File: config.mk
export PLATFORM = sky130hd
export DESIGN_NAME = bridge_recirc_current_limit
export DESIGN_NICKNAME = d
export VERILOG_FILES = /design/src/common/recirc_pkg.sv /design/src/common/sense_if.sv /design/src/hw/bridge_recirc_current_limit.sv /design/src/hw/zc_filter.sv /design/src/hw/duty_meter.sv
export SDC_FILE = /design/constraint.sdc
export NUM_CORES = 1
export LEC_CHECK = 0
export BUFFER_PORTS_ARGS = -buffer_cell sky130_fd_sc_hd__buf_2
export CAP_MARGIN = 20
export CELL_PAD_IN_SITES_DETAIL_PLACEMENT = 0
export CELL_PAD_IN_SITES_GLOBAL_PLACEMENT = 1
export CORE_UTILIZATION = 41
export CTS_CLUSTER_DIAMETER = 120
export DETAILED_ROUTE_END_ITERATION = 6
export PLACE_DENSITY = 0.83
export SYNTH_ARGS = -nofsm -noshare
export SYNTH_HDL_FRONTEND = slang
export SYNTH_HIERARCHICAL = 1
export SYNTH_SLANG_ARGS = --single-unit
File: constraint.sdc
create_clock -name aclk -period 3.5 [get_ports aclk]
set_input_delay 1.05 -clock aclk [delete_from_list [all_inputs] [get_ports aclk]]
set_output_delay 1.05 -clock aclk [all_outputs]
set_load 0.02 [all_outputs]
File: src/common/recirc_pkg.sv
// Purpose: Shared constants and types for the bridge recirculation and current-limit block.
// Assumes: 100 MHz system clock, AXI4-Lite register access with 32-bit data.
// Notes:   Times are given in ns and turned into clock counts here.
package recirc_pkg;

  // ************************************************************
  // Timing
  // ************************************************************
  localparam int CLK_PERIOD_NS = 10;
  localparam int OFF_BASE_NS   = 20000;
  localparam int OFF_STEP_NS   = 1600;
  localparam int BLANK_STEP_NS = 400;
  // Least times, so each count rounds up.
  localparam int OFF_BASE_CYC   = (OFF_BASE_NS + CLK_PERIOD_NS - 1) / CLK_PERIOD_NS;
  localparam int OFF_STEP_CYC   = (OFF_STEP_NS + CLK_PERIOD_NS - 1) / CLK_PERIOD_NS;
  localparam int BLANK_STEP_CYC = (BLANK_STEP_NS + CLK_PERIOD_NS - 1) / CLK_PERIOD_NS;
  localparam int ZC_FILT_CYC    = 8;
  localparam int DUTY_CNT_W     = 20;

  // ************************************************************
  // Register map and fields
  // ************************************************************
  localparam logic [7:0] CTRL_ADDR   = 8'h00;
  localparam logic [7:0] LIMIT_ADDR  = 8'h04;
  localparam logic [7:0] STATUS_ADDR = 8'h08;
  localparam int F_RM  = 0;
  localparam int F_DGC = 2;
  localparam int F_CM  = 4;
  localparam int F_CLC = 0;
  localparam int F_OTC = 8;
  localparam int F_BTC = 16;
  localparam logic [1:0] RESP_OKAY   = 2'h0;
  localparam logic [1:0] RESP_SLVERR = 2'h2;

  typedef enum logic [1:0] {RM_MIXED, RM_HIGH, RM_LOW, RM_FAST} recirc_mode_type;
  typedef enum logic [1:0] {CM_DIRECT, CM_INDIRECT, CM_SPEED, CM_CURRENT} ctrl_mode_type;
  typedef logic [15:0] cnt_type;

  localparam recirc_mode_type RM_RESET  = RM_MIXED;
  localparam ctrl_mode_type   CM_RESET  = CM_DIRECT;
  localparam logic            DGC_RESET = 1'b0;
  localparam logic [3:0]      CLC_RESET = 4'hf;
  localparam logic [4:0]      OTC_RESET = 5'h00;
  localparam logic [3:0]      BTC_RESET = 4'h1;

endpackage : recirc_pkg

File: src/common/sense_if.sv
// Purpose: Carries synchronised comparator and PWM levels to the filter and duty meter.
// Assumes: All signals live on aclk.
// Notes:   The top drives the inputs of both modports directly.
interface sense_if;
  logic       zc_s;
  logic       comm;
  logic       rising;
  logic       degauss_comp_enable;
  logic       zc_evt;
  logic       pwm_s;
  logic [7:0] duty;
  modport filt  (input zc_s, comm, rising, degauss_comp_enable, output zc_evt);
  modport meter (input pwm_s, output duty);
endinterface : sense_if

File: src/hw/bridge_recirc_current_limit.sv
// Purpose: Bridge PWM recirculation selection and fixed-off-time current limiter.
// Assumes: Commutation controller on aclk gives comm_start and bemf_rising.
// Notes:   Configuration and status over AXI4-Lite; comparators and PWM come from pins.
// Functional notes
// [RULE1] Mode 01: recirculate on high side, slow decay, every off interval.
// [RULE2] Mode 10: recirculate on low side, slow decay, every off interval.
// [RULE3] Mode resets to 00: slow decay, side from expected bemf direction.
// [RULE4] Mixed, falling bemf: low side from commutation, high side after crossing.
// [RULE5] Mixed, rising bemf: high side from commutation, low side after crossing.
// [RULE6] Mode 11: all switches off during off time, fast decay.
// [RULE7] Zero-crossing comparator is digitally filtered before use.
// [RULE8] Degauss enable compensates crossing detection for winding degauss after commutation.
// [RULE9] Each PWM cycle starts by switching the bridge into drive.
// [RULE10] Current above threshold moves bridge to recirculation for fixed off time.
// [RULE11] Indirect and speed modes: off time equals programmed PWM period.
// [RULE12] Direct mode: PWM frequency from input, off time from off_time_code.
// [RULE13] Software should program off time at least the input PWM period.
// [RULE14] Current mode: fixed off time alone sets the PWM frequency.
// [RULE15] Current mode: upper four bits of 8-bit duty replace current_limit_code.
// [RULE16] Current mode: threshold is duty ratio times 200 mV maximum.
// [RULE17] Other modes: threshold from serial four-bit current_limit_code.
// [RULE18] Code n gives (n+1) steps of 12.5 mV, 12.5 to 200 mV.
// [RULE19] Off time is 20 us plus n times 1.6 us.
// [RULE20] Limit comparator blanked blank_time_code times 400 ns after drive turn-on.
// [RULE21] Comparator outputs are synchronised before any state decision.
//
// Implementation choices: the placing of the registers and the AXI4-Lite interface to the registers.
module bridge_recirc_current_limit (
  input  wire  logic        aclk,          // System clock, 100 MHz.
  input  wire  logic        aresetn,       // Synchronous reset, active low.
  input  wire  logic [7:0]  awaddr,        // Write address.
  input  wire  logic        awvalid,       // Write address valid.
  output logic              awready,       // Write address ready.
  input  wire  logic [31:0] wdata,         // Write data.
  input  wire  logic [3:0]  wstrb,         // Write byte strobes.
  input  wire  logic        wvalid,        // Write data valid.
  output logic              wready,        // Write data ready.
  output logic [1:0]        bresp,         // Write response.
  output logic              bvalid,        // Write response valid.
  input  wire  logic        bready,        // Write response ready.
  input  wire  logic [7:0]  araddr,        // Read address.
  input  wire  logic        arvalid,       // Read address valid.
  output logic              arready,       // Read address ready.
  output logic [31:0]       rdata,         // Read data.
  output logic [1:0]        rresp,         // Read response.
  output logic              rvalid,        // Read data valid.
  input  wire  logic        rready,        // Read data ready.
  input  wire  logic        ilim_cmp,      // Current-limit comparator pin.
  input  wire  logic        zc_cmp,        // Zero-crossing comparator pin.
  input  wire  logic        pwm_in,        // PWM control input pin.
  input  wire  logic        comm_start,    // Commutation period start pulse.
  input  wire  logic        bemf_rising,   // Expected bemf direction, 1 rising.
  output logic              bridge_drive,  // Bridge in drive configuration.
  output logic              recirc_hs,     // High-side recirculation on.
  output logic              recirc_ls,     // Low-side recirculation on.
  output logic              zc_detect,     // Filtered zero-crossing pulse.
  output logic [4:0]        thresh_steps   // Threshold in 12.5 mV steps.
);
  import recirc_pkg::*;

  typedef enum logic [1:0] {S_WAIT, S_DRIVE, S_OFF} state_type;

  // ************************************************************
  // Pin synchronisers
  // ************************************************************
  logic [2:0] pin_raw;
  logic [2:0] meta_q;
  logic [2:0] sync_q;
  logic       ilim_s;
  logic       pwm_s;

  assign pin_raw = {pwm_in, zc_cmp, ilim_cmp};
  for (genvar i = 0; i < 3; i++) begin : g_sync
    always_ff @(posedge aclk) begin
      if (!aresetn) begin
        meta_q[i] <= 1'b0;
        sync_q[i] <= 1'b0;
      end else begin
        meta_q[i] <= pin_raw[i]; // [RULE21]
        sync_q[i] <= meta_q[i];
      end
    end
  end
  assign ilim_s = sync_q[0];
  assign pwm_s  = sync_q[2];

  // ************************************************************
  // Filter and duty meter
  // ************************************************************
  sense_if sif ();
  assign sif.zc_s   = sync_q[1];
  assign sif.comm   = comm_start;
  assign sif.rising = bemf_rising;
  assign sif.pwm_s  = pwm_s;

  zc_filter u_filter (
    .aclk    (aclk),
    .aresetn (aresetn),
    .sif     (sif.filt)
  );

  duty_meter u_duty (
    .aclk    (aclk),
    .aresetn (aresetn),
    .sif     (sif.meter)
  );

  // ************************************************************
  // AXI4-Lite slave
  // ************************************************************
  recirc_mode_type rm_q;
  ctrl_mode_type   cm_q;
  logic            dgc_q;
  logic [3:0]      clc_q;
  logic [4:0]      otc_q;
  logic [3:0]      btc_q;
  logic            aw_full_q;
  logic            w_full_q;
  logic [7:0]      aw_addr_q;
  logic [31:0]     w_data_q;
  logic [3:0]      w_strb_q;
  logic            aw_hs;
  logic            w_hs;
  logic            do_wr;
  logic            aw_full_d;
  logic            w_full_d;
  logic            rvalid_d;
  logic [31:0]     rd_word;
  logic [1:0]      rd_resp;
  state_type       st_q;
  state_type       st_d;
  logic            mixed_hs_q;
  logic            drive_q;
  logic            hs_q;
  logic            ls_q;
  logic [4:0]      thresh_q;

  assign aw_hs     = awvalid && awready;
  assign w_hs      = wvalid && wready;
  assign do_wr     = aw_full_q && w_full_q && !bvalid;
  assign aw_full_d = (aw_full_q || aw_hs) && !do_wr;
  assign w_full_d  = (w_full_q || w_hs) && !do_wr;
  assign rvalid_d  = (rvalid && !rready) || (arvalid && arready);

  // Address and data are held independently, so either may arrive first.
  always_ff @(posedge aclk) begin
    if (!aresetn) begin
      aw_full_q <= 1'b0;
      w_full_q  <= 1'b0;
      awready   <= 1'b0;
      wready    <= 1'b0;
      aw_addr_q <= '0;
      w_data_q  <= '0;
      w_strb_q  <= '0;
    end else begin
      aw_full_q <= aw_full_d;
      w_full_q  <= w_full_d;
      awready   <= !aw_full_d;
      wready    <= !w_full_d;
      if (aw_hs) aw_addr_q <= awaddr;
      if (w_hs) begin
        w_data_q <= wdata;
        w_strb_q <= wstrb;
      end
    end
  end

  always_ff @(posedge aclk) begin
    if (!aresetn) begin
      bvalid <= 1'b0;
      bresp  <= RESP_OKAY;
    end else if (do_wr) begin
      bvalid <= 1'b1;
      bresp  <= (aw_addr_q == CTRL_ADDR || aw_addr_q == LIMIT_ADDR) ? RESP_OKAY : RESP_SLVERR;
    end else if (bready) begin
      bvalid <= 1'b0;
    end
  end

  always_ff @(posedge aclk) begin
    if (!aresetn) begin
      rm_q  <= RM_RESET; // [RULE3]
      dgc_q <= DGC_RESET;
      cm_q  <= CM_RESET;
      clc_q <= CLC_RESET;
      otc_q <= OTC_RESET;
      btc_q <= BTC_RESET;
    end else if (do_wr && aw_addr_q == CTRL_ADDR && w_strb_q[0]) begin
      rm_q  <= recirc_mode_type'(w_data_q[F_RM +: 2]);
      dgc_q <= w_data_q[F_DGC];
      cm_q  <= ctrl_mode_type'(w_data_q[F_CM +: 2]);
    end else if (do_wr && aw_addr_q == LIMIT_ADDR) begin
      if (w_strb_q[0]) clc_q <= w_data_q[F_CLC +: 4];
      if (w_strb_q[1]) otc_q <= w_data_q[F_OTC +: 5];
      if (w_strb_q[2]) btc_q <= w_data_q[F_BTC +: 4];
    end
  end
  assign sif.degauss_comp_enable = dgc_q;

  always_comb begin
    rd_word = '0;
    rd_resp = RESP_OKAY;
    unique case (araddr)
      CTRL_ADDR: begin
        rd_word[F_RM +: 2] = rm_q;
        rd_word[F_DGC]     = dgc_q;
        rd_word[F_CM +: 2] = cm_q;
      end
      LIMIT_ADDR: begin
        rd_word[F_CLC +: 4] = clc_q;
        rd_word[F_OTC +: 5] = otc_q;
        rd_word[F_BTC +: 4] = btc_q;
      end
      STATUS_ADDR: rd_word = {8'h00, sif.duty, 3'h0, thresh_q, 2'h0, mixed_hs_q, ls_q, hs_q, drive_q, st_q};
      default: rd_resp = RESP_SLVERR;
    endcase
  end

  always_ff @(posedge aclk) begin
    if (!aresetn) begin
      arready <= 1'b0;
      rvalid  <= 1'b0;
      rdata   <= '0;
      rresp   <= RESP_OKAY;
    end else begin
      arready <= !rvalid_d;
      rvalid  <= rvalid_d;
      if (arvalid && arready) begin
        rdata <= rd_word;
        rresp <= rd_resp;
      end
    end
  end

  // ************************************************************
  // Cycle timing
  // ************************************************************
  cnt_type off_cyc;
  cnt_type blank_cyc;
  cnt_type per_q;
  cnt_type off_q;
  cnt_type blank_q;
  logic    pwm_prev_q;
  logic    cyc_start;
  logic    timed;

  assign off_cyc   = cnt_type'(OFF_BASE_CYC) + cnt_type'(OFF_STEP_CYC) * cnt_type'(otc_q); // [RULE19]
  assign blank_cyc = cnt_type'(BLANK_STEP_CYC) * cnt_type'(btc_q); // [RULE20]
  assign timed     = cm_q == CM_INDIRECT || cm_q == CM_SPEED;
  // Indirect and speed modes run a fixed period equal to the off time.
  assign cyc_start = timed ? per_q == off_cyc - cnt_type'(1) : pwm_s && !pwm_prev_q; // [RULE11] [RULE12]

  always_ff @(posedge aclk) begin
    if (!aresetn) begin
      per_q      <= '0;
      pwm_prev_q <= 1'b0;
    end else begin
      pwm_prev_q <= pwm_s;
      per_q      <= (!timed || cyc_start) ? '0 : per_q + cnt_type'(1);
    end
  end

  // ************************************************************
  // Bridge state machine
  // ************************************************************
  always_comb begin
    st_d = st_q;
    unique case (st_q)
      S_WAIT: if (cyc_start) st_d = S_DRIVE; // [RULE9]
      S_DRIVE: begin
        if (cm_q == CM_DIRECT && !pwm_s) st_d = S_WAIT; // [RULE12]
        else if (blank_q == '0 && ilim_s) st_d = S_OFF; // [RULE10] [RULE20]
      end
      S_OFF: begin
        // In current mode the end of the off time alone restarts drive.
        if (off_q == '0 && (cyc_start || cm_q == CM_CURRENT || (cm_q == CM_DIRECT && pwm_s))) begin
          st_d = S_DRIVE; // [RULE14]
        end else if (off_q == '0) begin
          st_d = S_WAIT;
        end
      end
    endcase
  end

  always_ff @(posedge aclk) begin
    if (!aresetn) begin
      st_q    <= S_WAIT;
      off_q   <= '0;
      blank_q <= '0;
    end else begin
      st_q <= st_d;
      if (st_d == S_OFF && st_q != S_OFF) off_q <= off_cyc - cnt_type'(1); // [RULE10]
      else if (off_q != '0) off_q <= off_q - cnt_type'(1);
      if (st_d == S_DRIVE && st_q != S_DRIVE) blank_q <= blank_cyc; // [RULE20]
      else if (blank_q != '0) blank_q <= blank_q - cnt_type'(1);
    end
  end

  // ************************************************************
  // Recirculation side and outputs
  // ************************************************************
  logic side_hs;
  logic side_ls;

  always_ff @(posedge aclk) begin
    if (!aresetn) begin
      mixed_hs_q <= 1'b0;
    end else if (comm_start) begin
      mixed_hs_q <= bemf_rising; // [RULE4] [RULE5]
    end else if (sif.zc_evt) begin
      mixed_hs_q <= !mixed_hs_q; // [RULE4] [RULE5]
    end
  end

  always_comb begin
    side_hs = 1'b0;
    side_ls = 1'b0;
    unique case (rm_q)
      RM_HIGH: side_hs = 1'b1; // [RULE1]
      RM_LOW:  side_ls = 1'b1; // [RULE2]
      RM_FAST: side_hs = 1'b0; // [RULE6]
      RM_MIXED: begin
        side_hs = mixed_hs_q; // [RULE3]
        side_ls = !mixed_hs_q;
      end
    endcase
  end

  always_ff @(posedge aclk) begin
    if (!aresetn) begin
      drive_q   <= 1'b0;
      hs_q      <= 1'b0;
      ls_q      <= 1'b0;
      zc_detect <= 1'b0;
      thresh_q  <= '0;
    end else begin
      drive_q   <= st_d == S_DRIVE;
      hs_q      <= st_d != S_DRIVE && side_hs;
      ls_q      <= st_d != S_DRIVE && side_ls;
      zc_detect <= sif.zc_evt;
      // Code n means n+1 steps of 12.5 mV; 16 steps is the 200 mV maximum.
      if (cm_q == CM_CURRENT) thresh_q <= {1'b0, sif.duty[7:4]} + 5'h01; // [RULE15] [RULE16]
      else thresh_q <= {1'b0, clc_q} + 5'h01; // [RULE17] [RULE18]
    end
  end

  assign bridge_drive = drive_q;
  assign recirc_hs    = hs_q;
  assign recirc_ls    = ls_q;
  assign thresh_steps = thresh_q;
endmodule : bridge_recirc_current_limit

File: src/hw/zc_filter.sv
// Purpose: Digital filter on the bemf zero-crossing comparator with degauss compensation.
// Assumes: Comparator level already synchronised; one crossing reported per commutation.
// Notes:   With compensation on, the crossing is armed only once the pre-crossing level is seen.
module zc_filter #(
  parameter int FILT_LEN = recirc_pkg::ZC_FILT_CYC
) (
  input wire logic aclk,    // System clock.
  input wire logic aresetn, // Synchronous reset, active low.
  sense_if.filt    sif      // Comparator level and commutation events.
);
  import recirc_pkg::*;
  localparam int W = $clog2(FILT_LEN + 1);

  logic [W-1:0] run_q;
  logic         lvl_q;
  logic         rise_q;
  logic         armed_q;
  logic         done_q;
  logic         evt_q;

  // A level change is accepted only after FILT_LEN equal samples.
  always_ff @(posedge aclk) begin
    if (!aresetn) begin
      run_q <= '0;
      lvl_q <= 1'b0;
    end else if (sif.zc_s == lvl_q) begin
      run_q <= '0;
    end else if (run_q == W'(FILT_LEN - 1)) begin
      run_q <= '0;
      lvl_q <= sif.zc_s;
    end else begin
      run_q <= run_q + W'(1);
    end
  end

  // The degauss clamp holds the phase at the post-crossing level, so without
  // compensation a long clamp is reported as an early crossing.
  always_ff @(posedge aclk) begin
    if (!aresetn) begin
      rise_q  <= 1'b0;
      armed_q <= 1'b0;
      done_q  <= 1'b1;
      evt_q   <= 1'b0;
    end else if (sif.comm) begin
      rise_q  <= sif.rising;
      armed_q <= !sif.degauss_comp_enable; // [RULE8]
      done_q  <= 1'b0;
      evt_q   <= 1'b0;
    end else begin
      if (!armed_q && lvl_q == !rise_q) begin
        armed_q <= 1'b1; // [RULE8]
      end
      evt_q <= armed_q && !done_q && lvl_q == rise_q; // [RULE7]
      if (armed_q && lvl_q == rise_q) begin
        done_q <= 1'b1;
      end
    end
  end

  assign sif.zc_evt = evt_q;

endmodule : zc_filter

File: src/hw/duty_meter.sv
// Purpose: Measures the PWM input duty cycle to 8-bit resolution.
// Assumes: PWM level already synchronised; period shorter than 2**CNT_W cycles.
// Notes:   A restoring divider takes eight cycles after each rising edge.
module duty_meter #(
  parameter int CNT_W = recirc_pkg::DUTY_CNT_W
) (
  input wire logic aclk,    // System clock.
  input wire logic aresetn, // Synchronous reset, active low.
  sense_if.meter   sif      // PWM level in, duty out.
);
  import recirc_pkg::*;

  logic             prev_q;
  logic [CNT_W-1:0] per_q;
  logic [CNT_W-1:0] hi_q;
  logic [CNT_W:0]   rem_q;
  logic [CNT_W-1:0] den_q;
  logic [7:0]       quo_q;
  logic [3:0]       step_q;
  logic [7:0]       duty_q;
  logic             rise;
  logic [CNT_W:0]   rem2;
  logic             fit;

  assign rise = sif.pwm_s && !prev_q;
  assign rem2 = {rem_q[CNT_W-1:0], 1'b0};
  assign fit  = rem2 >= {1'b0, den_q};

  always_ff @(posedge aclk) begin
    if (!aresetn) begin
      prev_q <= 1'b0;
      per_q  <= '0;
      hi_q   <= '0;
    end else begin
      prev_q <= sif.pwm_s;
      if (rise) begin
        per_q <= CNT_W'(1);
        hi_q  <= CNT_W'(1);
      end else begin
        if (~&per_q) per_q <= per_q + CNT_W'(1);
        if (sif.pwm_s && ~&hi_q) hi_q <= hi_q + CNT_W'(1);
      end
    end
  end

  // A stuck input never gives an edge, so a full period counter reports 0 or 100 %.
  always_ff @(posedge aclk) begin
    if (!aresetn) begin
      rem_q  <= '0;
      den_q  <= '0;
      quo_q  <= '0;
      step_q <= '0;
      duty_q <= '0;
    end else if (rise && per_q != '0) begin
      rem_q  <= {1'b0, hi_q};
      den_q  <= per_q;
      quo_q  <= '0;
      step_q <= 4'h8;
    end else if (step_q != 4'h0) begin
      rem_q  <= fit ? rem2 - {1'b0, den_q} : rem2;
      quo_q  <= {quo_q[6:0], fit};
      step_q <= step_q - 4'h1;
      if (step_q == 4'h1) duty_q <= {quo_q[6:0], fit};
    end else if (&per_q) begin
      duty_q <= sif.pwm_s ? 8'hff : 8'h00;
    end
  end

  assign sif.duty = duty_q;

endmodule : duty_meter

==> flow_metrics.py <==
metrics = {
    "run_status": {
        "status": "finished, final reports clean",
    },
    "power": {
        "switchingPower_w": 0.00326,
        "p_comb_share_pct": 33.8,
        "power.leakage_nw": 5.92,
        "p_sw_share_pct": 34.4,
        "worst_ir_drop_vdd_mv": 0.433,
        "p_int_w": 0.00620,
        "p_clk_share_pct": 30.4,
        "p_seq_share_pct": 35.7,
        "powerDensity_nw_per_um2": 663,
    },
    "setup_path": {
        "required_ns": 3.94,
        "worstSetupEndpoint": "off_q[1]$_SDFFE_PN0P_",
        "start_kind": "flop",
        "worst_setup_path_end_kind": "flop",
        "criticalPathCategory": "flop to flop",
        "worst-path-stages": 14,
        "rr_worst_depth": 14,
        "path_cells": "ha_1, ha_4, inv_2, fa_2, buf_4, a2111oi_0, buf_4, xnor2_1, nand4_1, buf_4, o31ai_2, a221oi_4, clkbuf_16, o21a_1",
        "reg2reg_to": "off_q[1]$_SDFFE_PN0P_",
        "cpMostUsedCell": "buf_4",
        "crit_family": "compound AO/OA/AOI/OAI gates",
        "ff2ff_setup_slack_ns": 0.1,
        "crit_path_top_delay_cell": "fa_2",
        "critPathMaxStageDelay_ns": 0.44,
        "crit_fanout": 8,
        "r2r-start": "otc_q[3]$_SDFFE_PN0P_",
        "path_buf_inv": 5,
        "worstSetupStartpoint": "otc_q[3]$_SDFFE_PN0P_",
        "arrival_ns": 3.84,
    },
    "placement": {
        "dp.final_hpwl_um": 21500,
        "io_buffers": 80,
        "pre_cts_ws_ns": -0.0151,
        "gp_congestion": 0.882,
    },
    "route": {
        "routed_wl_um": 30100,
        "antenna_left": 0,
        "drc": 0,
        "via_count": 10333,
        "drt_iter0_markers": 620,
        "wire_per_inst_um": 15.5,
        "dr.pass1.iters": 5,
        "vias_per_cell": 5.33,
    },
    "clock_tree": {
        "clk_latency_ns": 0.54,
        "clkSinkCount": 248,
        "cts-buffers-inserted": 27,
        "cts_max_level": 1,
        "clock_path_buffers": 3,
        "ctsRootBufferMaster": "clkbuf_16",
        "path_clk_slew_ns": 0.06,
        "cts_tree": "yes",
    },
    "sta": {
        "fin_crit_ns": 3.40,
        "slew_headroom_pct": 36.9,
        "rsz0062_at_grt": "yes",
        "clock.fmax_mhz": 294,
        "hold_viol_final": 0,
        "fin_crit_sh_pct": 97.2,
        "maxSlewViolCount": 0,
        "finalSetupViolCount": 0,
        "final.setup.worst_slack_ns": 0.0979,
        "fin_skew_ns": 0.0147,
        "worstMarginPinSlew_ns": 0.944,
    },
    "floorplanning": {
        "row_count": 63,
        "die-height_um": 176,
        "boundaryPins": 114,
        "die_area_sq_um": 31100,
        "start_util_pct": 41.8,
        "core_sq_um": 29800,
        "die_x_um": 176,
    },
    "global_routing": {
        "grt_use_total_pct": 19.2,
        "grt_antenna_before_repair": 0,
        "grt_max_degree": 83,
        "grt_pass1_wl_um": 48900,
        "grt.overflow.total": 0,
        "grt_pass1_vias": 9743,
    },
    "final_layout": {
        "drive_above_1_share_pct": 13.0,
        "fill_cells": 2954,
        "area_growth_syn_to_layout_pct": 14.6,
        "final_util_pct": 47.9,
        "final_net_count": 1644,
        "diodes": 0,
    },
    "synthesis": {
        "synthCells": 1456,
        "synth_area_leaders": "dfxtp_1, nand2_1, ha_1, mux2i_1, nor2_1",
        "netlist.area_leader.share_pct": 39.9,
        "yosys.cell_types.count": 82,
        "synth-seq-cells": 248,
        "yosysMostFrequentCell": "dfxtp_1",
        "synth_area_sq_um": 12500,
        "ys.flop_type": "dfxtp_1",
        "seq_area_frac_synth_pct": 39.9,
        "async_reset_ff_share_pct": 0,
        "avgSynthCellArea_sq_um": 8.55,
        "yosysTopAreaCell": "dfxtp_1",
        "synth_common_cells": "dfxtp_1, nand2_1, nor2_1, a21oi_1, nand3_1",
        "synth-edff-count": 0,
        "yosys_warnings": 6,
    },
    "hold_path": {
        "hold_class": "flop to flop",
    },
    "run": {
        "cap_viol_max_count": 0,
    },
}
[final cells by class]
cell class / count / area, sq um / area share (%)
inverters: 61 / 229 / 1.60
flip-flops and latches: 248 / 4970 / 34.8
repair buffers: 111 / 691 / 4.84
well taps: 390 / 488 / 3.42
clock inverters: 9 / 111 / 0.780
multi-input cells: 1083 / 7000 / 49.0
clock buffers: 38 / 787 / 5.51
[power groups by stage]
stage | clock [W] | sequential, W | combinational [W]
after floorplan | 0 | 0.00338 | 0.00253
after global routing | 0.00307 | 0.00341 | 0.00359
after global placement | 0 | 0.00343 | 0.00310
after detailed placement | 0 | 0.00344 | 0.00316
after CTS | 0.00295 | 0.00338 | 0.00318
final | 0.00288 | 0.00338 | 0.00320
[state kept, by name, indices dropped and copies added (netlist names), 5 cells and up]
| signal | count |
|---|---|
| u_duty/sif.duty | 8 |
| u_duty/per_q | 20 |
| u_duty/hi_q | 20 |
| u_duty/den_q | 20 |
| per_q | 16 |
| u_duty/rem_q | 20 |
| rdata | 19 |
| aw_addr_q | 8 |
| off_q | 16 |
| thresh_steps | 5 |
| blank_q | 16 |
| u_duty/quo_q | 7 |
| w_data_q | 15 |
| otc_q | 5 |
[per-layer routing]
layer	vias to the layer above	GRT usage [%]	share of wire (%)
li1	5213	-	-
met1	4866	25.4	47
met2	210	32.2	46
met3	44	2.89	4.5
met4	0	5.83	2.4
met5	-	0	0
[through the flow]
stage	hold slack, ns	TNS, ns	total power [W]	instance area [sq um]	instances
3_3_place_gp	0.414	0	0.00653	13300	1890
4_1_cts	0.436	0	0.00951	14200	1937
2_1_floorplan	0.412	0	0.00591	12500	1470
6_report	0.436	0	0.00946	14300	1940
5_1_grt	0.446	-0.281	0.0101	14300	1940
3_5_place_dp	0.421	-0.0381	0.00659	13300	1890
[cells in the final DEF (no fill, tap or decap), drive strengths merged, types with 33 or more instances in the layout]
master | netlist | routed
nand3 | 68 | 68
buf | 31 | 110
xnor2 | 48 | 48
mux2i | 54 | 54
a21oi | 88 | 88
dfxtp | 248 | 248
clkbuf | 47 | 39
xor2 | 56 | 56
o21ai | 40 | 40
nand2 | 191 | 191
inv | 61 | 63
ha | 45 | 45
and3 | 33 | 33
nor3 | 42 | 42
nor2 | 140 | 140
[how the worst min path moves through the flow]
stage	start	slack, ns	endpoint	depth (start not counted)
after floorplan	meta_q[0]$_SDFF_PN0_	0.41	ilim_s$_SDFF_PN0_	1
after CTS	meta_q[0]$_SDFF_PN0_	0.44	ilim_s$_SDFF_PN0_	1
final	meta_q[0]$_SDFF_PN0_	0.44	ilim_s$_SDFF_PN0_	1
after global placement	meta_q[1]$_SDFF_PN0_	0.41	sif.zc_s$_SDFF_PN0_	1
after global routing	meta_q[0]$_SDFF_PN0_	0.45	ilim_s$_SDFF_PN0_	1
after detailed placement	meta_q[0]$_SDFF_PN0_	0.42	ilim_s$_SDFF_PN0_	1
[cell families after synthesis]
group,Yosys count,share of synthesized area (%)
xor+xnor,105,7.51
mux,56,4.52
simple gates,600,23.9
flops,248,39.9
compound gates,259,14.1
fa+ha+maj,48,5.00
buf+inv,139,5.05
other cells,1,0.0301
[timing repair]
item,in CTS,in global routing
hold buffers,0,0
setup buffers,0,3
gates cloned,0,1
gates resized for setup,1,13
pin swaps,0,8
setup endpoints to repair,9,36
No activity file was read; power rests on OpenSTA's default activity.
